===== config.mk =====
export PLATFORM = sky130hd
export DESIGN_NAME = lmsp_mission
export DESIGN_NICKNAME = d
export VERILOG_FILES = /design/src/core/lmsp_pkg.sv /design/src/core/lmsp_tick.sv /design/src/core/lmsp_mission.sv
export VERILOG_INCLUDE_DIRS = /design/src /design/src/core
export SDC_FILE = /design/constraint.sdc
export NUM_CORES = 1
export LEC_CHECK = 0
export BUFFER_PORTS_ARGS = -buffer_cell sky130_fd_sc_hd__buf_2
export CAP_MARGIN = 30
export CORE_ASPECT_RATIO = 1.5
export CORE_MARGIN = 2
export CORE_UTILIZATION = 46
export DETAILED_ROUTE_END_ITERATION = 8
export GPL_ROUTABILITY_DRIVEN = 1
export PLACE_DENSITY = 0.72
export SYNTH_ARGS = -nofsm -noshare
export SYNTH_HDL_FRONTEND = slang
export SYNTH_SLANG_ARGS = --single-unit

===== constraint.sdc =====
create_clock -name clk_i -period 8.3 [get_ports clk_i]
set_clock_uncertainty 0.05 [all_clocks]
set_input_delay 0.415 -clock clk_i [delete_from_list [all_inputs] [get_ports clk_i]]
set_output_delay 0.415 -clock clk_i [all_outputs]
set_load 0.05 [all_outputs]

===== src/core/lmsp_cfg.svh =====
// constants of the mission and scratchpad block
`ifndef LMSP_CFG_SVH
`define LMSP_CFG_SVH
`define LMSP_CLK_HZ 200000000
`define LMSP_SEC_CYCLES (`LMSP_CLK_HZ)
`define LMSP_SEC_PER_MIN 60
`define LMSP_SPAD_BYTES 32
`define LMSP_END_OFFSET_FULL 5'h1F
`define LMSP_ES_PF_BIT 5
`define LMSP_ES_ZERO_BIT 6
`define LMSP_ES_AA_BIT 7
`define LMSP_RATE_MIN 14'h0001
`define LMSP_RATE_MAX 14'h3FFF
`define LMSP_PWD_READ_VALUE 8'h00
`define LMSP_PWD_LO 16'h0228
`define LMSP_PWD_HI 16'h0237
`define LMSP_REG_PAGE_LO 16'h0200
`define LMSP_REG_PAGE_HI 16'h023F
`endif


===== src/core/lmsp_pkg.sv =====
// types of the mission and scratchpad block
package lmsp_pkg;
  typedef enum logic [2:0] {
    LMSP_IDLE,
    LMSP_DELAY,
    LMSP_ALARM_WAIT,
    LMSP_ALARM_STAMP,
    LMSP_LOGGING,
    LMSP_FULL
  } lmsp_state_t;
endpackage : lmsp_pkg


===== src/core/lmsp_tick.sv =====
// divider that produces one-cycle ticks of a programmable period
`timescale 1ns/10ps
module lmsp_tick #(
  parameter int W = 28
) (
  input wire logic clk_i,
  input wire logic rst_n_i,
  input wire logic clr_i,
  input wire logic en_i,
  input wire logic [W-1:0] period_i,
  output logic tick_o
);
  logic [W-1:0] cnt;

  always_ff @(posedge clk_i or negedge rst_n_i) begin
    if (!rst_n_i) begin
      cnt <= '0;
      tick_o <= 1'b0;
    end else if (clr_i) begin
      cnt <= '0;
      tick_o <= 1'b0;
    end else if (en_i) begin
      if (cnt + W'(1) >= period_i) begin
        cnt <= '0;
        tick_o <= 1'b1;
      end else begin
        cnt <= cnt + W'(1);
        tick_o <= 1'b0;
      end
    end else begin
      tick_o <= 1'b0;
    end
  end
endmodule : lmsp_tick


===== src/core/lmsp_mission.sv =====
// mission control, sample timing and scratchpad address registers
`timescale 1ns/10ps
`include "lmsp_cfg.svh"
module lmsp_mission
  import lmsp_pkg::*;
#(
  parameter int CLK_HZ = `LMSP_CLK_HZ,
  parameter int LOG_DEPTH = 8192,
  parameter int SEC_PER_MIN = `LMSP_SEC_PER_MIN
) (
  input wire logic clk_i,
  input wire logic rst_n_i,
  // mission configuration and commands
  input wire logic temp_log_enable_i,
  input wire logic humidity_log_enable_i,
  input wire logic wrap_enable_i,
  input wire logic seconds_rate_select_i,
  input wire logic alarm_triggered_start_i,
  input wire logic [13:0] sample_rate_i,
  input wire logic [15:0] start_delay_min_i,
  input wire logic start_cmd_i,
  input wire logic stop_cmd_i,
  input wire logic clear_cmd_i,
  input wire logic rtc_osc_run_i,
  input wire logic [31:0] rtc_time_i,
  input wire logic temp_alarm_i,
  input wire logic alarm_enabled_tripped_i,
  // scratchpad write/read/copy
  input wire logic wr_start_i,
  input wire logic [7:0] ta_low_i,
  input wire logic [7:0] ta_high_i,
  input wire logic wr_byte_i,
  input wire logic [7:0] wr_data_i,
  input wire logic wr_end_i,
  input wire logic [2:0] wr_bit_rem_i,
  input wire logic rd_start_i,
  input wire logic rd_next_i,
  input wire logic copy_i,
  input wire logic [7:0] auth_low_i,
  input wire logic [7:0] auth_high_i,
  input wire logic [7:0] auth_es_i,
  input wire logic [15:0] mem_addr_i,
  input wire logic [7:0] mem_data_i,
  output logic [7:0] mem_rd_data_o,
  output logic [7:0] rd_byte_o,
  output logic [7:0] target_addr_low_o,
  output logic [7:0] target_addr_high_o,
  output logic [7:0] ending_offset_status_o,
  output logic copy_done_o,
  output logic [15:0] copy_addr_o,
  output logic [7:0] copy_data_o,
  output logic copy_we_o,
  output logic mission_active_o,
  output logic log_cleared_flag_o,
  output logic cond_search_o,
  output logic log_strobe_o,
  output logic measure_strobe_o,
  output logic [31:0] mission_stamp_o,
  output logic [23:0] mission_samples_o,
  output logic [23:0] device_samples_o
);
  localparam int LW = $clog2(LOG_DEPTH + 1);

  lmsp_state_t state;
  logic sec_tick;
  logic min_tick;
  logic [5:0] sec_in_min;
  logic [15:0] delay_cnt;
  logic [13:0] interval_cnt;
  logic [LW-1:0] entries;
  logic [7:0] spad [0:`LMSP_SPAD_BYTES-1];
  logic [4:0] wr_ptr;
  logic [4:0] end_off;
  logic partial;
  logic auth_ok;
  logic [1:0] rd_phase;
  logic [4:0] rd_ptr;
  logic copying;
  logic [4:0] cp_ptr;
  logic interval_tick;
  logic start_ok;
  logic copy_valid;
  logic reg_page;
  logic pwd_loc;

  // second tick from the core clock, minute tick counted from seconds
  lmsp_tick #(.W(28)) u_sec (
    .clk_i(clk_i),
    .rst_n_i(rst_n_i),
    .clr_i(1'b0),
    .en_i(rtc_osc_run_i),
    .period_i(28'(CLK_HZ)),
    .tick_o(sec_tick)
  );

  always_ff @(posedge clk_i or negedge rst_n_i) begin
    if (!rst_n_i) begin
      sec_in_min <= '0;
      min_tick <= 1'b0;
    end else if (sec_tick) begin
      min_tick <= (sec_in_min == 6'(SEC_PER_MIN - 1));
      sec_in_min <= (sec_in_min == 6'(SEC_PER_MIN - 1)) ? '0
                    : sec_in_min + 6'd1;
    end else begin
      min_tick <= 1'b0;
    end
  end

  // rate zero is out of range; treated as one to keep the timer live
  always_comb begin
    interval_tick = seconds_rate_select_i ? sec_tick : min_tick;
  end

  assign start_ok = start_cmd_i && !mission_active_o &&
                    (temp_log_enable_i || humidity_log_enable_i);

  // mission sequencing
  always_ff @(posedge clk_i or negedge rst_n_i) begin
    if (!rst_n_i) begin
      state <= LMSP_IDLE;
      mission_active_o <= 1'b0;
      log_cleared_flag_o <= 1'b0;
      delay_cnt <= '0;
      interval_cnt <= '0;
      entries <= '0;
      mission_stamp_o <= '0;
      mission_samples_o <= '0;
      device_samples_o <= '0;
      log_strobe_o <= 1'b0;
      measure_strobe_o <= 1'b0;
    end else begin
      log_strobe_o <= 1'b0;
      measure_strobe_o <= 1'b0;
      if (clear_cmd_i && !mission_active_o) begin
        mission_stamp_o <= '0;
        mission_samples_o <= '0;
        entries <= '0;
        log_cleared_flag_o <= 1'b1;
      end
      if (stop_cmd_i) begin
        state <= LMSP_IDLE;
        mission_active_o <= 1'b0;
      end else begin
        case (state)
          LMSP_IDLE: begin
            if (start_ok) begin
              mission_active_o <= 1'b1;
              log_cleared_flag_o <= 1'b0;
              delay_cnt <= start_delay_min_i;
              interval_cnt <= '0;
              state <= LMSP_DELAY;
            end
          end
          LMSP_DELAY: begin
            if (delay_cnt == 16'h0000) begin
              if (alarm_triggered_start_i && temp_log_enable_i) begin
                state <= LMSP_ALARM_WAIT;
              end else begin
                mission_stamp_o <= rtc_time_i;
                log_strobe_o <= 1'b1;
                measure_strobe_o <= 1'b1;
                mission_samples_o <= mission_samples_o + 24'h00_0001;
                device_samples_o <= device_samples_o + 24'h00_0001;
                entries <= entries + LW'(1);
                state <= LMSP_LOGGING;
              end
            end else if (min_tick) begin
              delay_cnt <= delay_cnt - 16'h0001;
            end
          end
          LMSP_ALARM_WAIT, LMSP_ALARM_STAMP, LMSP_LOGGING: begin
            if (interval_tick) begin
              if (interval_cnt + 14'd1 >= sample_rate_i) begin
                interval_cnt <= '0;
                // a full log without wrap stops waking, saving the battery
                if (!(state == LMSP_LOGGING && !wrap_enable_i &&
                      entries >= LW'(LOG_DEPTH))) begin
                  measure_strobe_o <= 1'b1;
                  device_samples_o <= device_samples_o + 24'h00_0001;
                end
                if (state == LMSP_ALARM_WAIT) begin
                  if (temp_alarm_i) begin
                    log_strobe_o <= 1'b1;
                    entries <= entries + LW'(1);
                    state <= LMSP_ALARM_STAMP;
                  end
                end else if (state == LMSP_ALARM_STAMP) begin
                  mission_stamp_o <= rtc_time_i;
                  log_strobe_o <= 1'b1;
                  mission_samples_o <= mission_samples_o + 24'h00_0001;
                  entries <= entries + LW'(1);
                  state <= LMSP_LOGGING;
                end else if (entries >= LW'(LOG_DEPTH) &&
                             !wrap_enable_i) begin
                  state <= LMSP_FULL;
                end else begin
                  log_strobe_o <= 1'b1;
                  mission_samples_o <= mission_samples_o + 24'h00_0001;
                  entries <= (entries >= LW'(LOG_DEPTH)) ? LW'(1)
                             : entries + LW'(1);
                end
              end else begin
                interval_cnt <= interval_cnt + 14'd1;
              end
            end
          end
          LMSP_FULL: begin
            state <= LMSP_FULL;
          end
          default: begin
            state <= LMSP_IDLE;
          end
        endcase
      end
    end
  end

  always_ff @(posedge clk_i or negedge rst_n_i) begin
    if (!rst_n_i) begin
      cond_search_o <= 1'b0;
    end else begin
      cond_search_o <= alarm_enabled_tripped_i;
    end
  end

  // scratchpad write and address registers
  assign copy_valid = copy_i && !copying &&
                      auth_low_i == target_addr_low_o &&
                      auth_high_i == target_addr_high_o &&
                      auth_es_i == ending_offset_status_o;
  assign reg_page = ({target_addr_high_o, target_addr_low_o}
                     >= `LMSP_REG_PAGE_LO) &&
                    ({target_addr_high_o, target_addr_low_o}
                     <= `LMSP_REG_PAGE_HI);

  always_ff @(posedge clk_i or negedge rst_n_i) begin
    if (!rst_n_i) begin
      target_addr_low_o <= '0;
      target_addr_high_o <= '0;
      wr_ptr <= '0;
      end_off <= '0;
      partial <= 1'b0;
    end else if (wr_start_i) begin
      target_addr_low_o <= ta_low_i;
      target_addr_high_o <= ta_high_i;
      wr_ptr <= ta_low_i[4:0];
      end_off <= ta_low_i[4:0];
      partial <= 1'b0;
    end else if (wr_byte_i) begin
      end_off <= wr_ptr;
      if (wr_ptr != `LMSP_END_OFFSET_FULL) begin
        wr_ptr <= wr_ptr + 5'd1;
      end
    end else if (wr_end_i) begin
      partial <= (wr_bit_rem_i != 3'd0);
    end
  end

  // the array has no reset; contents are undefined until written
  always_ff @(posedge clk_i) begin
    if (wr_byte_i) begin
      spad[wr_ptr] <= wr_data_i;
    end
  end

  // copy authorized: a valid copy beats a write in the same cycle
  always_ff @(posedge clk_i or negedge rst_n_i) begin
    if (!rst_n_i) begin
      auth_ok <= 1'b0;
    end else if (copy_valid &&
                 end_off == `LMSP_END_OFFSET_FULL && !partial &&
                 !(reg_page && mission_active_o)) begin
      auth_ok <= 1'b1;
    end else if (wr_start_i || wr_byte_i) begin
      auth_ok <= 1'b0;
    end
  end

  always_ff @(posedge clk_i or negedge rst_n_i) begin
    if (!rst_n_i) begin
      ending_offset_status_o <= '0;
    end else begin
      ending_offset_status_o <= {auth_ok, 1'b0, partial, end_off};
    end
  end

  // copy engine walks the scratchpad from byte offset to ending offset
  always_ff @(posedge clk_i or negedge rst_n_i) begin
    if (!rst_n_i) begin
      copying <= 1'b0;
      cp_ptr <= '0;
      copy_we_o <= 1'b0;
      copy_addr_o <= '0;
      copy_data_o <= '0;
      copy_done_o <= 1'b0;
    end else begin
      copy_we_o <= 1'b0;
      copy_done_o <= 1'b0;
      if (copy_valid && end_off == `LMSP_END_OFFSET_FULL && !partial &&
          !(reg_page && mission_active_o)) begin
        copying <= 1'b1;
        cp_ptr <= target_addr_low_o[4:0];
        copy_addr_o <= {target_addr_high_o, target_addr_low_o};
      end else if (copying) begin
        copy_we_o <= 1'b1;
        copy_data_o <= spad[cp_ptr];
        if (copy_we_o) begin
          copy_addr_o <= copy_addr_o + 16'h0001;
        end
        if (cp_ptr == end_off) begin
          copying <= 1'b0;
          copy_done_o <= 1'b1;
        end else begin
          cp_ptr <= cp_ptr + 5'd1;
        end
      end
    end
  end

  // scratchpad read: address low, address high, status, then data
  always_ff @(posedge clk_i or negedge rst_n_i) begin
    if (!rst_n_i) begin
      rd_phase <= '0;
      rd_ptr <= '0;
      rd_byte_o <= '0;
    end else if (rd_start_i) begin
      rd_phase <= 2'd1;
      rd_ptr <= target_addr_low_o[4:0];
      rd_byte_o <= target_addr_low_o;
    end else if (rd_next_i) begin
      case (rd_phase)
        2'd1: begin
          rd_byte_o <= target_addr_high_o;
          rd_phase <= 2'd2;
        end
        2'd2: begin
          rd_byte_o <= ending_offset_status_o;
          rd_phase <= 2'd3;
        end
        2'd3: begin
          rd_byte_o <= spad[rd_ptr];
          rd_ptr <= rd_ptr + 5'd1;
        end
        default: begin
          rd_byte_o <= 8'hFF;
        end
      endcase
    end
  end

  // memory read path never blocked by a mission; passwords masked
  assign pwd_loc = (mem_addr_i >= `LMSP_PWD_LO) &&
                   (mem_addr_i <= `LMSP_PWD_HI);

  always_ff @(posedge clk_i or negedge rst_n_i) begin
    if (!rst_n_i) begin
      mem_rd_data_o <= '0;
    end else begin
      mem_rd_data_o <= pwd_loc ? `LMSP_PWD_READ_VALUE : mem_data_i;
    end
  end
endmodule : lmsp_mission


Yosys cells after proc, flatten, opt, wreduce, memory -nomap -nowiden
Memories as Yosys holds them, arrays and structs flattened. A register that Yosys moved wholly into a read port is not among the register bits.
Index checks and enable logic that the tools add are counted.
{"block": "op_classes", "add_sub_neg": 11, "mul": 0, "n_div": 0, "n_lt_le_gt_ge": 7, "n_eq_ne": 31, "shifts": 0, "mux": 120, "bitwise": 2, "reduce_logical": 55}
{"op": "2-to-1 mux 24 bit", "count": 14}
{"op": "2-to-1 mux 32 bit", "count": 8}
{"op": "2-to-1 mux 14 bit", "count": 14}
{"op": "2-to-1 mux 16 bit", "count": 6}
{"op": "one-hot mux 24 bit (2 select lines)", "count": 2}
{"op": "one-hot mux 32 bit (2 select lines)", "count": 1}
{"op": "one-hot mux 14 bit (2 select lines)", "count": 2}
{"op": "2-to-1 mux 5 bit", "count": 11}
{"op": "adder 24 x 1 -> 24 bit, second input constant", "count": 2}
{"op": "2-to-1 mux 1 bit", "count": 39}
{"op": "greater-or-equal comparator 16 x 10 -> 1 bit, second input constant", "count": 2}
{"op": "<= comparator 16 x 10 -> 1 bit, second input constant", "count": 2}
{"op": "one-hot mux 16 bit (2 select lines)", "count": 1}
{"op": "2-to-1 mux 3 bit", "count": 10}
{"op": "adder 14 x 1 -> 14 bit, second input constant", "count": 2}
{"op": "adder 28 x 1 -> 28 bit, second input constant", "count": 1}
{"op": "greater-or-equal comparator 28 bit, second input constant", "count": 1}
{"op": "2-to-1 mux 28 bit", "count": 1}
{"op": "nonzero test 2 bit", "count": 13}
{"op": "equality test 8 bit", "count": 3}
{"op": "2-to-1 mux 8 bit", "count": 3}
{"op": "one-hot mux 8 bit (3 select lines)", "count": 1}
{"op": "!= test 2 bit, second input constant", "count": 10}
{"op": "logical AND 1 bit", "count": 17}
{"op": "other kinds (34)", "count": 60}
{"block": "totals", "register_bits": 250, "latchBits": 0, "ram_bits": 256, "romBits": 0, "inputBits": 156, "out_inout_bits": 151, "word_cells": 259, "n_memories": 1}
{"memory": "spad", "depth": 32, "width": 8, "read_ports": 2, "rd_ports_with_merged_regs": 1, "wr": 1, "line": "lmsp_mission.sv:71", "text": "logic [7:0] spad [0:`LMSP_SPAD_BYTES-1];"}

Depth between registers and ports, before layout
{"block": "depth", "word_depth": 10, "mapped_depth": 16}

Modules after synthesis
Synthesis repeated with hierarchy kept, for this count alone.
{"block": "unflattened", "cells_unflattened": 2218, "area_unflattened_um2": 27422.6}
{"module": "lmsp_mission", "instances": 1, "cells_each": 1923, "area_each_um2": 24723.7}
{"module": "lmsp_tick", "instances": 1, "cells_each": 295, "area_each_um2": 2698.8}

Worst setup path after synthesis
Ideal clock, no wire load.
{"block": "synth_path", "kind": "flip-flop to flip-flop", "start": "reg interval_cnt[2]", "end": "reg mission_stamp_o[13]", "t_arrival_ns": 3.402, "t_required_ns": 8.110, "path_slack_ns": 4.709, "path_stages_with_launch": 16, "n_path_buf": 2, "period_less_slack_ns": 3.591, "cell_sequence": "dfrtp_1 -> and3_1 -> and2_1 -> nand4_1 -> nor2_1 -> and3_1 -> nand3_1 -> xnor2_1 -> ha_1 -> and4_1 -> o21ai_0 -> o21a_1 -> clkbuf_1 -> o41ai_2 -> clkbuf_1 -> o32ai_1"}
{"block": "synth_via", "elab_chain_len": 6}
{"item": "from (decl)", "line": "lmsp_mission.sv:69", "text": "logic [13:0] interval_cnt;"}
{"item": "from (signal assigned)", "line": "lmsp_mission.sv:203", "text": "interval_cnt <= interval_cnt + 14'd1;"}
{"item": "adder 14 x 1 -> 14 bit", "line": "lmsp_mission.sv:173", "text": "if (interval_cnt + 14'd1 >= sample_rate_i) begin"}
{"item": "greater-or-equal comparator 14 bit", "line": "lmsp_mission.sv:173"}
{"item": "2-to-1 mux 32 bit", "line": "lmsp_mission.sv:173"}
{"item": "2-to-1 mux 32 bit", "line": "lmsp_mission.sv:172", "text": "if (interval_tick) begin"}
{"item": "one-hot mux 32 bit (2 select lines)", "line": "lmsp_mission.sv:144", "text": "case (state)"}
{"item": "2-to-1 mux 32 bit", "line": "lmsp_mission.sv:140", "text": "if (stop_cmd_i) begin"}
{"item": "to (signal assigned)", "line": "lmsp_mission.sv:159", "text": "mission_stamp_o <= rtc_time_i;"}
{"item": "to (signal assigned)", "line": "lmsp_mission.sv:188", "text": "mission_stamp_o <= rtc_time_i;"}
{"item": "to (decl)", "line": "lmsp_mission.sv:58", "text": "output logic [31:0] mission_stamp_o,"}
Every way passes these cells.
A chain may end at the register's enable or synchronous reset.

Final worst setup path
{"block": "layout_path", "start": "reg interval_cnt[2]", "end": "reg entries[11]"}
{"block": "layout_via", "elab_chain_len": 6}
{"item": "adder 14 x 1 -> 14 bit", "line": "lmsp_mission.sv:173"}
{"item": "greater-or-equal comparator 14 bit", "line": "lmsp_mission.sv:173"}
{"item": "2-to-1 mux 14 bit", "line": "lmsp_mission.sv:173"}
{"item": "2-to-1 mux 14 bit", "line": "lmsp_mission.sv:172"}
{"item": "one-hot mux 14 bit (2 select lines)", "line": "lmsp_mission.sv:144"}
{"item": "2-to-1 mux 14 bit", "line": "lmsp_mission.sv:140"}
{"item": "to (signal assigned)", "line": "lmsp_mission.sv:164", "text": "entries <= entries + LW'(1);"}
{"item": "to (signal assigned)", "line": "lmsp_mission.sv:184", "text": "entries <= entries + LW'(1);"}
{"item": "to (signal assigned)", "line": "lmsp_mission.sv:191", "text": "entries <= entries + LW'(1);"}
{"item": "to (decl)", "line": "lmsp_mission.sv:70", "text": "logic [LW-1:0] entries;"}
Every way passes these cells.

==> reports/results.tsv <==
metric	value	unit
min-delay-start	rtc_time_i[9]	
io_buffers	302	
initial_core_util	0.465	
min_period	4400	ps
switchingPower	2.36	mW
ff2ff_path_depth	14	
ys_seq_elements	514	
drtPass1Iterations	6	
drc	0	
worst_slew_pin_slew	1050	ps
cp.required	8710	ps
hpwl	53500	um
cts.path.max_buffers	3	
rsz0062_at_grt	false	
clk_latency	580	ps
grt-busiest-layer	met2	
grt_pass1_vias	19635	
ys_top_cells_by_area	edfxtp_1, dfrtp_1, mux4_2, nand2_1, xnor2_1	
ys_warn_count	0	
ys_seq_area_frac	0.537	
synthCells	2112	
finalSetupViolations	0	
total_power	7.23	mW
layout.nets	2579	
layout_commonest_cell	buf_2	
root_buffer	clkbuf_16	
hold_buffers	34	
synth_edf_count	256	
avgViaCountPerCell	6.11	
core_area	56600	sq um
routabilityCongestion	0.974	
holdPathEnd	mission_stamp_o[9]	
crit_fanout	9	
clkTransAtPathRegs	60	ps
tritoncts	done	
antenna_found_initial	4	
peakVddDrop	0.000168	V
internal_power	4.86	mW
die_y	297	um
crit_path_start_kind	flip-flop	
drt_iter0_markers	1780	
nFillCells	4698	
seq_power_share	0.431	
routedWlPerCell	23.8	um
use_met1	0.281	
wirelength	76000	um
use_met3	0.0458	
r2r-start	interval_cnt[2]	
r2r_end	entries[11]	
yosys.area.top_type	edfxtp_1	
area_growth	15.4	%
hold_class	input pin to flip-flop	
leakagePower	11.9	nW
fp-row-count	107	
antenna_left	0	
htree_levels	2	
cts_sinks	514	
finalHoldViolations	0	
synth_cell_types	86	
status	finished clean	
yosysTopAreaCellShare	0.292	
grtUsageMet2	0.461	
drv_slew	0	
max_freq	0.227	GHz
r2r_slack	3900	ps
num_vias	19537	
gr-usage-all-layers	0.255	
tns	0	ps
grt_pass1_wl	115000	um
syn-mean-instance-area	12.5	sq um
final_cell_mix	buf_2, edfxtp_1, dfrtp_1, nand2_1, mux4_2	
syn_area	26300	sq um
synth_ff_type	dfrtp_1	
period_share	0.530	
cts_resized	0	
endpoint_kind	flip-flop	
swShare	0.327	
cts_setup_buffers	0	
relSlewSlack	0.295	
path_class	flip-flop to flip-flop	
combPwrFrac	0.269	
io_pins	307	
drive_above_1_share	0.255	
grt_max_degree	111	
p_clk_frac	0.299	
cts-buffers-inserted	47	
maxCapViolCount	0	
die_area	59200	sq um
powerDensity	238	nW/um^2
fp.dieW	199	um
arrival	4810	ps
overflow	0	
synthesis.nets	2298	
hold_depth	3	
ys_async_sr_fraction	0.502	
## power groups by stage
stage	clock network [mW]	registers [mW]	logic, mW
3_5_place_dp	0	3.18	1.88
4_1_cts	2.20	3.13	1.90
2_1_floorplan	0	3.23	1.17
5_1_grt	2.29	3.14	2.04
3_3_place_gp	0	3.16	1.83
6_report	2.16	3.12	1.95
## cells in the mapped netlist (24+ instances only)
cell type and number:
dfrtp_1 258, edfxtp_1 256, nand2_1 216, mux4_2 160, nor2_1 145, clkbuf_1 86, a21oi_1 83, o21ai_0 77
nand3_1 76, xnor2_1 71, nand4_1 62, nor3_1 40, inv_1 39, xor2_1 39, o21ai_1 38, mux2i_1 31
ha_1 30, and3_1 29, buf_2 26, o31ai_1 25, mux2_2 24
## logic make-up after synthesis
logic type | Yosys count | synth area share
mux | 229 | 0.165
xor+xnor | 110 | 0.0366
fa+ha+maj | 30 | 0.0143
other cells | 1 | 0.000142
flops | 514 | 0.537
simple gates | 706 | 0.135
compound gates | 354 | 0.0852
buf+inv | 168 | 0.0265
## per-stage QoR
stage / util / setup slack, ps / area [sq um] / hold WS (ps) / cells
after CTS: 0.534 / 3970 / 30200 / 0.677 / 3186
after floorplan: - / 4710 / 26300 / 69.4 / 2112
after global placement: 0.501 / 4070 / 28400 / 311 / 3066
after detailed placement: 0.502 / 3990 / 28400 / 328 / 3067
after global routing: 0.536 / 3670 / 30400 / 9.88 / 3193
final: 0.536 / 3900 / 30400 / 5.30 / 3195
## critical path, stage by stage (launching register included)
cell      delay, ps
dfrtp_1         430
and3_1          190
and2_1          200
nand4_1         140
nor2_1          200
and3_1          270
nand3_1         130
xnor2_1         160
ha_1            300
and4_1          170
o21ai_0         200
o21a_1          420
nor2_1          630
a311oi_1        350
a221o_1         430
## cell type report
| cell class | instances | area (sq um) | area share |
|---|---|---|---|
| tap | 763 | 955 | 0.0314 |
| clock inverter | 22 | 210 | 0.00692 |
| timing repair buffer | 359 | 2110 | 0.0696 |
| clock buffer | 63 | 1300 | 0.0427 |
| multi-input combinational | 1430 | 11500 | 0.378 |
| inverter | 41 | 154 | 0.00507 |
| antenna | 3 | 7.51 | 0.000247 |
| sequential | 514 | 14200 | 0.466 |
## how the worst max path moves through the flow
stage                    start                  end  depth (start not counted)
2_1_floorplan  interval_cnt[2]  mission_stamp_o[13]                         15
3_3_place_gp   interval_cnt[2]          entries[11]                         14
3_5_place_dp   interval_cnt[2]          entries[11]                         14
4_1_cts        interval_cnt[2]          entries[11]                         14
5_1_grt        interval_cnt[2]  device_samples_o[3]                         16
6_report       interval_cnt[2]          entries[11]                         14
## flip-flops by register name, indices dropped and copies added, names as in the netlist, 6 cells and up
| signal | cells |
|---|---|
| target_addr_low_o | 8 |
| target_addr_high_o | 8 |
| mission_stamp_o | 32 |
| u_sec.cnt | 28 |
| ending_offset_status_o | 7 |
| sec_in_min | 6 |
| rd_byte_o | 8 |
| spad | 256 |
| copy_addr_o | 16 |
| device_samples_o | 24 |
| delay_cnt | 16 |
| entries | 14 |
| copy_data_o | 8 |
| mem_rd_data_o | 8 |
| interval_cnt | 14 |
| mission_samples_o | 24 |
## per-layer routing
| layer | wire, um | up-vias | part of all wire |
|---|---|---|---|
| met5 | 0 | - | 0 |
| li1 | - | 8581 | - |
| met3 | 5970 | 194 | 0.079 |
| met4 | 4250 | 0 | 0.056 |
| met1 | 25700 | 9794 | 0.34 |
| met2 | 40100 | 968 | 0.53 |
Note: power is estimated with default switching activity, not from simulation.
